[src/led_reset_pkg.sv]
package led_reset_pkg;

    // ------------------------------------------------------------
    // Timing
    // ------------------------------------------------------------
    localparam int unsigned CLK_MHZ       = 40;
    localparam int unsigned CLK_KHZ       = 40000;
    localparam int unsigned EXT_RESET_MS  = 90;
    localparam int unsigned INIT_MS       = 2;
    localparam int unsigned POR_INIT_MS   = 30;
    localparam int unsigned CLKWD_US      = 20;
    localparam int unsigned STB_US        = 1;
    localparam int unsigned ERR_HOLD_US   = 50;
    localparam int unsigned FLASH_HZ      = 2;
    localparam int unsigned XTAL_FAST_KHZ = 16000;
    localparam int unsigned XTAL_SLOW_KHZ = 5330;
    localparam int unsigned CLKWD_CYC     = CLKWD_US * CLK_MHZ;
    localparam int unsigned STB_CYC       = STB_US * CLK_MHZ;
    localparam int unsigned ERR_HOLD_CYC  = ERR_HOLD_US * CLK_MHZ;
    localparam int unsigned DET_WIN_CYC   = 256;
    localparam int unsigned DET_THRESH    = 68;

    // ------------------------------------------------------------
    // Register map
    // ------------------------------------------------------------
    localparam logic [7:0] OFS_CTRL   = 8'h00;
    localparam logic [7:0] OFS_CMD    = 8'h04;
    localparam logic [7:0] OFS_DATA   = 8'h08;
    localparam logic [7:0] OFS_PARAM  = 8'h0c;
    localparam logic [7:0] OFS_STATUS = 8'h10;
    localparam int unsigned CMD_RESET_BIT = 0;
    localparam int unsigned CMD_BCAST_BIT = 1;
    localparam logic [7:0] CTRL_RST   = 8'h00;
    localparam logic [3:0] PORT_RST   = 4'hf;
    localparam logic [1:0] RESP_OKAY  = 2'h0;
    localparam logic [1:0] RESP_SLVERR = 2'h2;

    typedef struct packed {
        logic [4:0] addr;
        logic       comm_ok;
        logic       wd_en;
        logic       master;
    } ctrl_s;

    typedef struct packed {
        logic       fast_xtal;
        logic       ext_state;
        logic       fault;
        logic       busy;
        logic       block;
        logic       dx_allowed;
        logic       red_on;
        logic       green_on;
    } status_s;

    typedef enum logic [2:0] {
        ST_RUN    = 3'b001,
        ST_STROBE = 3'b010,
        ST_INIT   = 3'b100
    } state_e;

endpackage : led_reset_pkg

[src/status_led_and_reset_control.sv]
`timescale 1ns/10ps
module status_led_and_reset_control #(
    parameter int unsigned EXT_RESET_CYC =
        led_reset_pkg::EXT_RESET_MS * led_reset_pkg::CLK_KHZ,
    parameter int unsigned INIT_CYC =
        led_reset_pkg::INIT_MS * led_reset_pkg::CLK_KHZ,
    parameter int unsigned POR_INIT_CYC =
        led_reset_pkg::POR_INIT_MS * led_reset_pkg::CLK_KHZ,
    parameter int unsigned FLASH_FAST_EDGES =
        led_reset_pkg::XTAL_FAST_KHZ * 1000 / (2 * led_reset_pkg::FLASH_HZ),
    parameter int unsigned FLASH_SLOW_EDGES =
        led_reset_pkg::XTAL_SLOW_KHZ * 1000 / (2 * led_reset_pkg::FLASH_HZ)
) (
    input  wire logic       aclk,
    input  wire logic       aresetn,
    input  wire logic [7:0] awaddr,
    input  wire logic       awvalid,
    output logic            awready,
    input  wire logic [31:0] wdata,
    input  wire logic [3:0] wstrb,
    input  wire logic       wvalid,
    output logic            wready,
    output logic [1:0]      bresp,
    output logic            bvalid,
    input  wire logic       bready,
    input  wire logic [7:0] araddr,
    input  wire logic       arvalid,
    output logic            arready,
    output logic [31:0]     rdata,
    output logic [1:0]      rresp,
    output logic            rvalid,
    input  wire logic       rready,
    input  wire logic       crystal_in,
    input  wire logic       periphery_fault_in,
    input  wire logic       man_rx_in,
    input  wire logic       man_err_in,
    input  wire logic       comm_wd_expire,
    input  wire logic       data_strobe_n_in,
    output logic            data_strobe_n_out,
    output logic            data_strobe_n_oe_n,
    output logic            param_strobe_n_out,
    output logic            param_strobe_n_oe_n,
    output logic            green_indicator_pin_out,
    output logic            green_indicator_pin_oe_n,
    output logic            red_indicator_pin_out,
    output logic            red_indicator_pin_oe_n,
    output logic [3:0]      data_out,
    output logic            data_out_oe_n,
    output logic [3:0]      param_out,
    output logic            param_out_oe_n,
    output logic            fault_status_bit,
    output logic            dx_allowed
);
    import led_reset_pkg::*;

    // ------------------------------------------------------------
    // Declarations
    // ------------------------------------------------------------
    ctrl_s       ctrl_q;
    state_e      state_q;
    logic [31:0] seq_cnt_q;
    logic        por_q;
    logic        soft_cause_q;
    logic        block_q;
    logic        illegal_q;
    logic [31:0] ext_cnt_q;
    logic        ext_trig;
    logic        ext_state;
    logic        xs1_q, xs2_q, xs3_q;
    logic        x_edge;
    logic [9:0]  clkwd_cnt_q;
    logic        clk_dead_q;
    logic        clk_wd_trig;
    logic [7:0]  win_cnt_q;
    logic [7:0]  edge_cnt_q;
    logic        fast_q;
    logic [31:0] flash_cnt_q;
    logic        flash_q;
    logic        f1_q, f2_q;
    logic        man_q;
    logic [11:0] hold_cnt_q;
    logic        green_on, red_on;
    logic        green_oe_n_q, red_oe_n_q;
    logic [3:0]  data_q, param_q;
    logic        data_oe_n_q, param_oe_n_q;
    logic        wr_go, rd_go;
    logic        cmd_rst, cmd_bcast, wd_rst;
    logic        rst_req, rst_take, any_rst;
    logic        data_wr_ok;
    logic [31:0] init_lim;

    function automatic logic [31:0] read_word(input logic [7:0] a,
                                              input status_s s);
        read_word = 32'h0;
        unique case (a)
            OFS_CTRL:   read_word = {24'h0, ctrl_q};
            OFS_DATA:   read_word = {28'h0, data_q};
            OFS_PARAM:  read_word = {28'h0, param_q};
            OFS_STATUS: read_word = {24'h0, s};
            default:    read_word = 32'h0;
        endcase
    endfunction : read_word

    function automatic logic mapped(input logic [7:0] a);
        mapped = (a == OFS_CTRL) || (a == OFS_CMD) || (a == OFS_DATA) ||
                 (a == OFS_PARAM) || (a == OFS_STATUS);
    endfunction : mapped

    // ------------------------------------------------------------
    // Register bus
    // ------------------------------------------------------------
    assign wr_go   = awvalid && wvalid && !bvalid;
    assign awready = wr_go;
    assign wready  = wr_go;
    assign rd_go   = arvalid && !rvalid;
    assign arready = rd_go;

    assign cmd_rst   = wr_go && awaddr == OFS_CMD && wstrb[0] &&
                       wdata[CMD_RESET_BIT];
    assign cmd_bcast = wr_go && awaddr == OFS_CMD && wstrb[0] &&
                       wdata[CMD_BCAST_BIT];
    // Data writes refused while blocked or unaddressed
    assign data_wr_ok = dx_allowed;

    always_ff @(posedge aclk) begin
        if (!aresetn) begin
            bvalid <= 1'b0;
            bresp  <= RESP_OKAY;
        end else if (wr_go) begin
            bvalid <= 1'b1;
            if (!mapped(awaddr) || awaddr == OFS_STATUS ||
                (awaddr == OFS_DATA && !data_wr_ok))
                bresp <= RESP_SLVERR;
            else
                bresp <= RESP_OKAY;
        end else if (bready) begin
            bvalid <= 1'b0;
        end
    end

    always_ff @(posedge aclk) begin
        if (!aresetn) begin
            rvalid <= 1'b0;
            rdata  <= 32'h0;
            rresp  <= RESP_OKAY;
        end else if (rd_go) begin
            rvalid <= 1'b1;
            rdata  <= read_word(araddr, {fast_q, ext_state, f2_q,
                          !state_q[0], block_q, dx_allowed, red_on,
                          green_on});
            rresp  <= mapped(araddr) ? RESP_OKAY : RESP_SLVERR;
        end else if (rready) begin
            rvalid <= 1'b0;
        end
    end

    always_ff @(posedge aclk) begin
        if (!aresetn)
            ctrl_q <= CTRL_RST;
        else if (wr_go && awaddr == OFS_CTRL && wstrb[0])
            ctrl_q <= wdata[7:0];
    end

    // ------------------------------------------------------------
    // Reset sequencer
    // ------------------------------------------------------------
    assign wd_rst  = comm_wd_expire && ctrl_q.wd_en;
    assign rst_req = cmd_rst || cmd_bcast || wd_rst || ext_trig ||
                     clk_wd_trig || illegal_q;
    assign rst_take = rst_req && state_q != ST_STROBE;
    assign any_rst  = !aresetn || rst_take;
    // Budget includes strobe so total stays inside the limit
    assign init_lim = por_q ? POR_INIT_CYC : INIT_CYC - STB_CYC;

    always_ff @(posedge aclk) begin
        if (!aresetn) begin
            state_q   <= ST_INIT;
            seq_cnt_q <= 32'h0;
            por_q     <= 1'b1;
            illegal_q <= 1'b0;
        end else if (rst_take) begin
            state_q   <= ST_STROBE;
            seq_cnt_q <= 32'h0;
            por_q     <= 1'b0;
            illegal_q <= 1'b0;
        end else begin
            seq_cnt_q <= seq_cnt_q + 32'h1;
            unique case (state_q)
                ST_RUN: seq_cnt_q <= 32'h0;
                ST_STROBE: if (seq_cnt_q == STB_CYC - 1) begin
                    state_q   <= ST_INIT;
                    seq_cnt_q <= 32'h0;
                end
                ST_INIT: if (seq_cnt_q >= init_lim - 1) begin
                    state_q   <= ST_RUN;
                    seq_cnt_q <= 32'h0;
                end
                default: illegal_q <= 1'b1;
            endcase
        end
    end

    always_ff @(posedge aclk) begin
        if (!aresetn)
            soft_cause_q <= 1'b0;
        else if (rst_take)
            soft_cause_q <= cmd_rst || cmd_bcast || wd_rst;
    end

    // Parameter write clears block only once running
    always_ff @(posedge aclk) begin
        if (any_rst)
            block_q <= 1'b1;
        else if (wr_go && awaddr == OFS_PARAM && wstrb[0] &&
                 state_q == ST_RUN)
            block_q <= 1'b0;
    end

    assign dx_allowed = ctrl_q.addr != 5'h0 && !block_q &&
                        state_q == ST_RUN;

    // ------------------------------------------------------------
    // Data and parameter ports
    // ------------------------------------------------------------
    always_ff @(posedge aclk) begin
        if (any_rst) begin
            data_q      <= PORT_RST;
            data_oe_n_q <= 1'b1;
        end else if (wr_go && awaddr == OFS_DATA && wstrb[0] &&
                     data_wr_ok) begin
            data_q      <= wdata[3:0];
            data_oe_n_q <= 1'b0;
        end
    end

    always_ff @(posedge aclk) begin
        if (any_rst) begin
            param_q      <= PORT_RST;
            param_oe_n_q <= 1'b1;
        end else if (wr_go && awaddr == OFS_PARAM && wstrb[0] &&
                     state_q == ST_RUN) begin
            param_q      <= wdata[3:0];
            param_oe_n_q <= 1'b0;
        end
    end

    assign data_out       = data_q;
    assign data_out_oe_n  = data_oe_n_q;
    assign param_out      = param_q;
    assign param_out_oe_n = param_oe_n_q;
    // Both strobes share one source so they stay aligned
    assign data_strobe_n_out   = 1'b0;
    assign param_strobe_n_out  = 1'b0;
    assign data_strobe_n_oe_n  = state_q != ST_STROBE;
    assign param_strobe_n_oe_n = state_q != ST_STROBE;

    // ------------------------------------------------------------
    // External reset via strobe pin
    // ------------------------------------------------------------
    // Own strobe pulls the pin low, so it does not start a count;
    // a count under way runs on through it so the trigger fires once
    always_ff @(posedge aclk) begin
        if (!aresetn)
            ext_cnt_q <= 32'h0;
        else if (!data_strobe_n_in &&
                 (state_q != ST_STROBE || ext_cnt_q != 32'h0)) begin
            if (ext_cnt_q != EXT_RESET_CYC)
                ext_cnt_q <= ext_cnt_q + 32'h1;
        end else if (data_strobe_n_in)
            ext_cnt_q <= 32'h0;
    end

    assign ext_trig  = ext_cnt_q == EXT_RESET_CYC - 1;
    assign ext_state = ext_cnt_q == EXT_RESET_CYC;

    // ------------------------------------------------------------
    // Crystal detection and clock watchdog
    // ------------------------------------------------------------
    always_ff @(posedge aclk) begin
        if (!aresetn) begin
            xs1_q <= 1'b0;
            xs2_q <= 1'b0;
            xs3_q <= 1'b0;
        end else begin
            xs1_q <= crystal_in;
            xs2_q <= xs1_q;
            xs3_q <= xs2_q;
        end
    end

    assign x_edge = xs2_q && !xs3_q;

    always_ff @(posedge aclk) begin
        if (!aresetn) begin
            win_cnt_q  <= 8'h0;
            edge_cnt_q <= 8'h0;
            fast_q     <= 1'b0;
        end else begin
            win_cnt_q <= win_cnt_q + 8'h1;
            if (win_cnt_q == 8'(DET_WIN_CYC - 1)) begin
                fast_q     <= edge_cnt_q > 8'(DET_THRESH);
                edge_cnt_q <= 8'h0;
            end else if (x_edge)
                edge_cnt_q <= edge_cnt_q + 8'h1;
        end
    end

    // One reset per loss; rearmed by the next oscillation
    always_ff @(posedge aclk) begin
        if (!aresetn) begin
            clkwd_cnt_q <= 10'h0;
            clk_dead_q  <= 1'b0;
        end else if (x_edge) begin
            clkwd_cnt_q <= 10'h0;
            clk_dead_q  <= 1'b0;
        end else if (clkwd_cnt_q == 10'(CLKWD_CYC)) begin
            clk_dead_q  <= 1'b1;
        end else begin
            clkwd_cnt_q <= clkwd_cnt_q + 10'h1;
        end
    end

    assign clk_wd_trig = clkwd_cnt_q == 10'(CLKWD_CYC) && !clk_dead_q;

    // ------------------------------------------------------------
    // Flash timebase
    // ------------------------------------------------------------
    always_ff @(posedge aclk) begin
        if (any_rst) begin
            flash_cnt_q <= 32'h0;
            flash_q     <= 1'b0;
        end else if (x_edge) begin
            if (flash_cnt_q >= (fast_q ? FLASH_FAST_EDGES
                                       : FLASH_SLOW_EDGES) - 1) begin
                flash_cnt_q <= 32'h0;
                flash_q     <= !flash_q;
            end else
                flash_cnt_q <= flash_cnt_q + 32'h1;
        end
    end

    // ------------------------------------------------------------
    // Fault input and Manchester forwarding
    // ------------------------------------------------------------
    always_ff @(posedge aclk) begin
        if (!aresetn) begin
            f1_q <= 1'b0;
            f2_q <= 1'b0;
        end else begin
            f1_q <= !periphery_fault_in;
            f2_q <= f1_q;
        end
    end

    assign fault_status_bit = f2_q;

    // Upstream decoder flags bad telegrams; timing is cleaned here
    always_ff @(posedge aclk) begin
        if (!aresetn) begin
            man_q      <= 1'b1;
            hold_cnt_q <= 12'h0;
        end else begin
            man_q <= man_rx_in;
            if (man_err_in)
                hold_cnt_q <= 12'(ERR_HOLD_CYC);
            else if (hold_cnt_q != 12'h0)
                hold_cnt_q <= hold_cnt_q - 12'h1;
        end
    end

    // ------------------------------------------------------------
    // Indicators
    // ------------------------------------------------------------
    always_comb begin
        green_on = 1'b0;
        red_on   = 1'b0;
        if (ext_state) begin
            red_on = 1'b1;
        end else if (state_q != ST_RUN) begin
            green_on = 1'b0;
        end else if (f2_q) begin
            green_on = flash_q;
            red_on   = !flash_q;
        end else if (ctrl_q.addr == 5'h0) begin
            green_on = flash_q;
            red_on   = flash_q;
        end else if (block_q && soft_cause_q && ctrl_q.wd_en) begin
            red_on = 1'b1;
        end else if (ctrl_q.comm_ok && !block_q) begin
            green_on = 1'b1;
        end
    end

    always_ff @(posedge aclk) begin
        if (!aresetn) begin
            green_oe_n_q <= 1'b1;
            red_oe_n_q   <= 1'b1;
        end else if (ctrl_q.master) begin
            green_oe_n_q <= man_q || hold_cnt_q != 12'h0;
            red_oe_n_q   <= 1'b1;
        end else begin
            green_oe_n_q <= !green_on;
            red_oe_n_q   <= !red_on;
        end
    end

    assign green_indicator_pin_out  = 1'b0;
    assign red_indicator_pin_out    = 1'b0;
    assign green_indicator_pin_oe_n = green_oe_n_q;
    assign red_indicator_pin_oe_n   = red_oe_n_q;
endmodule : status_led_and_reset_control

[config.mk]
export PLATFORM = sky130hd
export DESIGN_NAME = status_led_and_reset_control
export DESIGN_NICKNAME = d
export VERILOG_FILES = /design/src/led_reset_pkg.sv /design/src/status_led_and_reset_control.sv
export SDC_FILE = /design/constraint.sdc
export NUM_CORES = 1
export LEC_CHECK = 0
export BUFFER_PORTS_ARGS = -buffer_cell sky130_fd_sc_hd__buf_2
export CAP_MARGIN = 20
export CORE_MARGIN = 4
export CORE_UTILIZATION = 58
export CTS_BUF_LIST = sky130_fd_sc_hd__clkbuf_8
export DETAILED_ROUTE_END_ITERATION = 7
export PLACE_DENSITY_LB_ADDON = 0.1
export REMOVE_ABC_BUFFERS = 1
export SYNTH_ARGS = -nofsm -noshare
export SYNTH_HDL_FRONTEND = slang
export SYNTH_SLANG_ARGS = --single-unit
[constraint.sdc]
create_clock -name aclk -period 2.8 [get_ports aclk]
set_input_delay 0.42 -clock aclk [delete_from_list [all_inputs] [get_ports aclk]]
set_output_delay 0.42 -clock aclk [all_outputs]
set_load 0.01 [all_outputs]
==> reports/qor.csv, run 1 <==
metric,value,unit
core area,0.0151,mm^2
CP Data Arrival Time,2.85,ns
clock sink count,181,
"Hold Vio Cnt, Final",0,
initial antenna violation count,1,
global-route wire length before repair,30.8,mm
Die W,132,um
Lkg Pwr,3.82,nW
HP Class,primary input to flop,
Filler Cell Count,1289,
Total Nets Final,1204,
post-synth cell types,71,
ant diodes,0,
CP max-delay cell,a21bo_2,
"Max FO, Critical Path",32,
Post-synth EDFFs,0,
data required time at the worst endpoint,3.13,ns
vias per cell,5.42,
dpl hpwl,12.7,mm
Logic pwr share,13.1,%
outcome,"finished, final reports clean",
WP buf/inv,1,
Peak supply drop,0.360,mV
"Slew Viols, Final",0,
total track usage,20.9,%
layout cell share with drive strength beyond 1,12.9,%
post-synth top area cell,dfxtp_1,
Cell Rows,45,
non-filler instance count after layout,1306,
register bit count reported by yosys,181,
Final period util,90.0,%
share of the synthesized area in the top cell type,40.5,%
Placement Cell Area,0.00939,mm^2
sequential share of power,51.1,%
worst r2r src,por_q$_SDFFE_PN1P_,
CTS tree,done,
Rel. slew slack,58.4,%
Clock Pin Slew Worst Setup and Hold Paths,0.10,ns
post_cts resized,0,
number of cells after detailed placement,1274,
Power Density,545,mW/mm^2
Worst Setup Start Kind,flop,
biggest cell delay along the critical path,0.59,ns
Int Power,3.89,mW
largest net degree at the start of global routing,38,
cell count after synthesis,1038,
Seq. cell area,0.00362,mm^2
Yosys warnings,0,
critical path cell sequence,inv_1 > ha_1 > and3_1 > nand3_1 > or3_1 > o221ai_1 > a21bo_2 > nor2_1,
CTS Root Cell,clkbuf_8,
DR DRC count,0,
Slew @ Worst Pin,0.624,ns
endpoints failing setup,0,
Initial Util,59.0,%
RSZ-0062 raised after global routing,no,
WL/cell,13.6,um
sequential area share after synthesis,40.5,%
R2R cell count,8,
I/O pins,126,
switching share of power,27.5,%
Synth Flop Type,dfxtp_1,
number of global-route vias before repair,6497,
H-tree depth,4,
area taken by multi-input logic gates,0.00491,mm^2
drt pass-1 iters,5,
port bufs,68,
syn avg cell area,8.61,um^2
R2R setup slack,0.28,ns
clock buffer count from CTS,17,
Final Cell Area,0.00983,mm^2
sw power,1.47,mW
Die H,132,um
Critical R2R Capture,seq_cnt_q[29]$_SDFF_PP0_,
Worst path depth,8,
Layout area overhead,9.91,%
via count,7082,
post-route setup TNS,0,ns
clock share of power,35.9,%
Critical path origin,por_q$_SDFFE_PN1P_,
Antenna Nets Post-Route,0,
Async SR Flop Fraction,0,%
total grt overflow,0,
clock period minus worst slack,2.52,ns
DRT iter0 DRCs,306,
CTS Buffer Depth,2,
total of max-cap violations,0,
mapped cell area,0.00894,mm^2
Post-Route WL,17.8,mm
Clock Latency Late Sink,0.47,ns
critical path's top delay family,compound AO/OA/AOI/OAI gates,
critical path class,flop to flop,
Die ar.,0.0175,mm^2
Worst Clk Skew,0.0155,ns
Fmax,397,MHz
worst setup path end,seq_cnt_q[29]$_SDFF_PP0_,
Final GP Congestion,0.815,
critical hold path startpoint,periphery_fault_in,
CP Capture Type,flop,
Hold WS,0.0918,ns
post-CTS setup buffer count,0,
"Hold-fix buffers, CTS",0,
top post-synthesis cells by area,"dfxtp_1 41%, nor2_1 7.3%, xor2_1 5.9%, ha_1 4.8%, xnor2_1 4.7%",
## layout by cell type, fill, tap and decap left out, drive strengths merged, types with 21 or more instances in the layout
master,n
nor4,24
conb,30
xnor2,48
nor3,30
inv,41
nand3,58
nor2,175
dfxtp,181
buf,84
and3,21
ha,34
nand2,67
nand4,32
xor2,60
a21oi,33
## power groups by stage
stage | Clock [mW] | Sequential, mW | Combinational, mW
global route | 2.10 | 2.75 | 0.800
CTS | 1.98 | 2.74 | 0.710
global placement | 0 | 2.79 | 0.701
floorplan | 0 | 2.78 | 0.464
detailed placement | 0 | 2.79 | 0.706
finish | 1.92 | 2.74 | 0.701
## logic make-up (layout without fill, tap and decap cells)
kind of cell | count (synthesis) | in the layout | synth area share (%)
AO/OA/AOI/OAI | 109 | 109 | 7.99
XOR/XNOR | 108 | 108 | 10.6
adder cells (fa/ha/maj) | 34 | 34 | 4.76
buffers and inverters | 102 | 153 | 5.82
flip-flops | 181 | 181 | 40.5
multiplexers | 23 | 23 | 2.63
other | 1 | 30 | 0.0419
AND/OR/NAND/NOR | 480 | 480 | 27.7
## per-stage QoR
| step | utilization, % | setup WS [ns] | total power, mW |
|---|---|---|---|
| 2_1_floorplan | - | 0.292 | 3.24 |
| 3_3_place_gp | 62.0 | 0.322 | 3.49 |
| 3_5_place_dp | 62.0 | 0.261 | 3.50 |
| 4_1_cts | 64.9 | 0.225 | 5.42 |
| 5_1_grt | 64.9 | 0.0140 | 5.65 |
| 6_report | 64.9 | 0.280 | 5.36 |
## state kept, by name, indices dropped and copies added, names as in the netlist, 4 cells and up
name	cells
ext_cnt_q	32
flash_cnt_q	32
seq_cnt_q	32
hold_cnt_q	12
clkwd_cnt_q	10
ctrl_q	8
edge_cnt_q	8
rdata	8
win_cnt_q	8
data_out	4
param_out	4
## worst min-delay path by stage
stage                                  endpoint  slack [ns]  cells after the start
floorplan           fault_status_bit$_SDFF_PN0_        0.41                      1
global placement    fault_status_bit$_SDFF_PN0_        0.41                      1
detailed placement  fault_status_bit$_SDFF_PN0_        0.42                      1
CTS                             f1_q$_SDFF_PN0_        0.07                      2
global route                    f1_q$_SDFF_PN0_        0.08                      2
finish                          f1_q$_SDFF_PN0_        0.09                      2
## cell usage after synthesis (3+ instances only)
cell type and number:
mux2i_1 19, clkbuf_1 20, nor4_2 4, a211oi_1 8
buf_2 11, and3_1 20, nor4_1 19, or3_1 11
a22oi_1 9, dfxtp_1 181, nand3_1 56, xnor2_1 48
xor2_1 60, nor4b_1 3, nor3_1 27, a31oi_1 7
a21o_1 4, nand2b_1 8, and2_1 13, nand2_1 67
a22o_1 6, o21ai_0 17, nor2b_1 6, inv_1 35
buf_4 33, a21oi_1 32, nor2_1 174, nand3b_1 7
o211ai_1 4, and4_1 6, nor3b_1 5, nand4_1 31
ha_1 34, mux2_2 4
## worst register-to-register path, stage by stage, from the launching register on
cell      delay (ns)
dfxtp_1         0.34
inv_1           0.15
ha_1            0.34
and3_1          0.16
nand3_1         0.10
or3_1           0.39
o221ai_1        0.21
a21bo_2         0.59
nor2_1          0.12
## routing by layer
metal / track usage, % / vias to the layer above / part of all wire [%] / routed length [um]
li1: - / 3680 / - / -
met1: 28.5 / 3276 / 49 / 8710
met2: 33.3 / 101 / 46 / 8210
met3: 5.00 / 23 / 3.6 / 639
met4: 6.06 / 2 / 1.3 / 240
met5: 0 / - / 0.067 / 12
## area by class of cell
type | instances | area share, %
multi-input combinational | 784 | 50.0
sequential | 181 | 36.9
timing repair buffer | 84 | 4.81
clock buffer | 20 | 2.80
tap | 188 | 2.39
clock inverter | 12 | 1.71
inverter | 37 | 1.41
Power figures use the tool's default switching activity.
==> run 2: changes to the inputs <==
Settings changed: GPL_TIMING_DRIVEN set to 0.
==> run 2 against run 1 <==
Compared with the run above:
- total power decreased by 1.7%
- cell area down 0.33%
- non-clock buffer count decreased by 12
- largest power group unchanged
- die area unchanged
- routed wire length grew 1.9%
- sequential share of layout area rose by 0.12 points
- critical path type unchanged
- clock power is 8% lower
- first-iteration DRC count is 31% higher
- global-route usage fell by 0.17 points
==> reports/qor.csv, run 2 (synthesis gave the netlist of run 1 again) <==
metric,value,unit,change
outcome,"finished, final reports clean",,unchanged
dpl hpwl,12.6,mm,was 12.7 mm
Fmax,385,MHz,was 397 MHz
drt pass-1 iters,7,,was 5
Final GP Congestion,0.818,,was 0.815
CTS Buffer Depth,2,,unchanged
Filler Cell Count,1306,,was 1289
Worst Setup Start Kind,flop,,unchanged
Die W,132,um,unchanged
port bufs,68,,unchanged
Hold WS,0.127,ns,was 0.0918 ns
clock sink count,181,,unchanged
DRT iter0 DRCs,400,,was 306
Seq. cell area,0.00362,mm^2,unchanged
vias per cell,5.46,,was 5.42
WL/cell,14.0,um,was 13.6 um
CTS tree,done,,unchanged
most frequent cells in the layout,"181 x dfxtp_1, 174 x nor2_1, 68 x buf_2",,unchanged
I/O pins,126,,unchanged
total of max-cap violations,0,,unchanged
CTS Root Cell,clkbuf_8,,unchanged
number of global-route vias before repair,6434,,was 6497
data required time at the worst endpoint,3.14,ns,was 3.13 ns
Util after Layout,64.7,%,was 64.9%
Lkg Pwr,3.79,nW,was 3.82 nW
layout cell share with drive strength beyond 1,11.8,%,was 12.9%
Rel. slew slack,36.0,%,was 58.4%
critical path class,flop to flop,,unchanged
Die H,132,um,unchanged
largest net degree at the start of global routing,33,,was 38
Die ar.,0.0175,mm^2,unchanged
area taken by multi-input logic gates,0.00498,mm^2,was 0.00491 mm^2
core area,0.0151,mm^2,unchanged
CP Capture Type,flop,,unchanged
"Slew Viols, Final",0,,unchanged
total track usage,20.8,%,was 20.9%
Cell Rows,45,,unchanged
HP Class,primary input to flop,,unchanged
Total Nets Final,1194,,was 1204
Peak supply drop,0.401,mV,was 0.360 mV
"most common cell after layout, fill and taps aside",dfxtp_1,,unchanged
Initial Util,59.0,%,unchanged
clock period minus worst slack,2.60,ns,was 2.52 ns
Antenna Nets Post-Route,0,,unchanged
clock buffer count from CTS,17,,unchanged
Clock Latency Late Sink,0.46,ns,was 0.47 ns
DR DRC count,0,,unchanged
Largest regs,"ext_cnt_q (32), flash_cnt_q (32), seq_cnt_q (32)",,unchanged
Final Cell Area,0.00980,mm^2,was 0.00983 mm^2
Slew @ Worst Pin,0.958,ns,was 0.624 ns
R2R cell count,7,,was 8
Post-Route WL,18.2,mm,was 17.8 mm
post-route setup TNS,0,ns,unchanged
H-tree depth,4,,unchanged
"Hold Vio Cnt, Final",0,,unchanged
Clock Pin Slew Worst Setup and Hold Paths,0.09,ns,was 0.10 ns
Worst Clk Skew,0.0151,ns,was 0.0155 ns
"Max FO, Critical Path",16,,was 32
via count,7071,,was 7082
Layout area overhead,9.54,%,was 9.91%
CP Data Arrival Time,2.93,ns,was 2.85 ns
Power Density,537,mW/mm^2,was 545 mW/mm^2
number of cells after detailed placement,1260,,was 1274
endpoints failing setup,0,,unchanged
non-filler instance count after layout,1296,,was 1306
ant diodes,0,,unchanged
global-route wire length before repair,30.6,mm,was 30.8 mm
Final period util,92.7,%,was 90.0%
Placement Cell Area,0.00931,mm^2,was 0.00939 mm^2
total grt overflow,0,,unchanged
initial antenna violation count,0,,was 1
WHS Path Cells,2,,unchanged
==> run 2: stage by stage <==
step / power, mW / setup slack, ns
6_report: 5.26 / 0.205
5_1_grt: 5.52 / -0.0199
4_1_cts: 5.22 / -0.0210
3_5_place_dp: 3.45 / -0.278
3_3_place_gp: 3.43 / -0.747
2_1_floorplan: 3.24 / 0.292
==> run 2: final timing paths <==
| check | start | to | slack (ns) |
|---|---|---|---|
| min | periphery_fault_in | f1_q$_SDFF_PN0_ | 0.13 |
| min reg2reg | xs1_q$_SDFF_PN0_ | xs2_q$_SDFF_PN0_ | 0.43 |
| max | ext_cnt_q[1]$_SDFFE_PN0P_ | seq_cnt_q[12]$_SDFF_PP0_ | 0.20 |
| max reg2reg | ext_cnt_q[1]$_SDFFE_PN0P_ | seq_cnt_q[12]$_SDFF_PP0_ | 0.20 |
==> run 2: repair_timing <==
action / CTS / global route
hold buffers: 0 / 0
gates cloned: 0 / 2
pin swaps: 0 / 4
gates resized for setup: 2 / 5
buffers inserted: 0 / 2
endpoints found under the setup margin: 50 / 60
==> run 2: per-layer routing <==
| layer | up-vias | global-route usage [%] | share of wire (%) |
|---|---|---|---|
| li1 | 3656 | - | - |
| met1 | 3260 | 28.8 | 48 |
| met2 | 136 | 32.9 | 46 |
| met3 | 19 | 5.04 | 4.2 |
| met4 | 0 | 4.91 | 1.2 |
| met5 | - | 0 | 0 |
==> run 2: critical path, cell delays in order, from the launching register on <==
cell	delay (ns)
dfxtp_1	0.40
ha_1	0.22
nand3_1	0.11
or2_1	0.33
nor4b_2	0.50
o32ai_4	0.32
a21bo_2	0.51
nor2_1	0.09
==> run 2: layout make-up <==
class                      count  share of cell area, %
multi-input combinational    786                   50.8
sequential                   181                   37.0
timing repair buffer          72                   4.45
tap                          188                   2.40
clock buffer                  17                   2.39
clock inverter                15                   1.53
inverter                      37                   1.42
==> run 2: power by group <==
group | switching [mW] | internal, mW
Combinational | 0.492 | 0.282
Sequential | 0.0833 | 2.65
Clock | 0.899 | 0.859
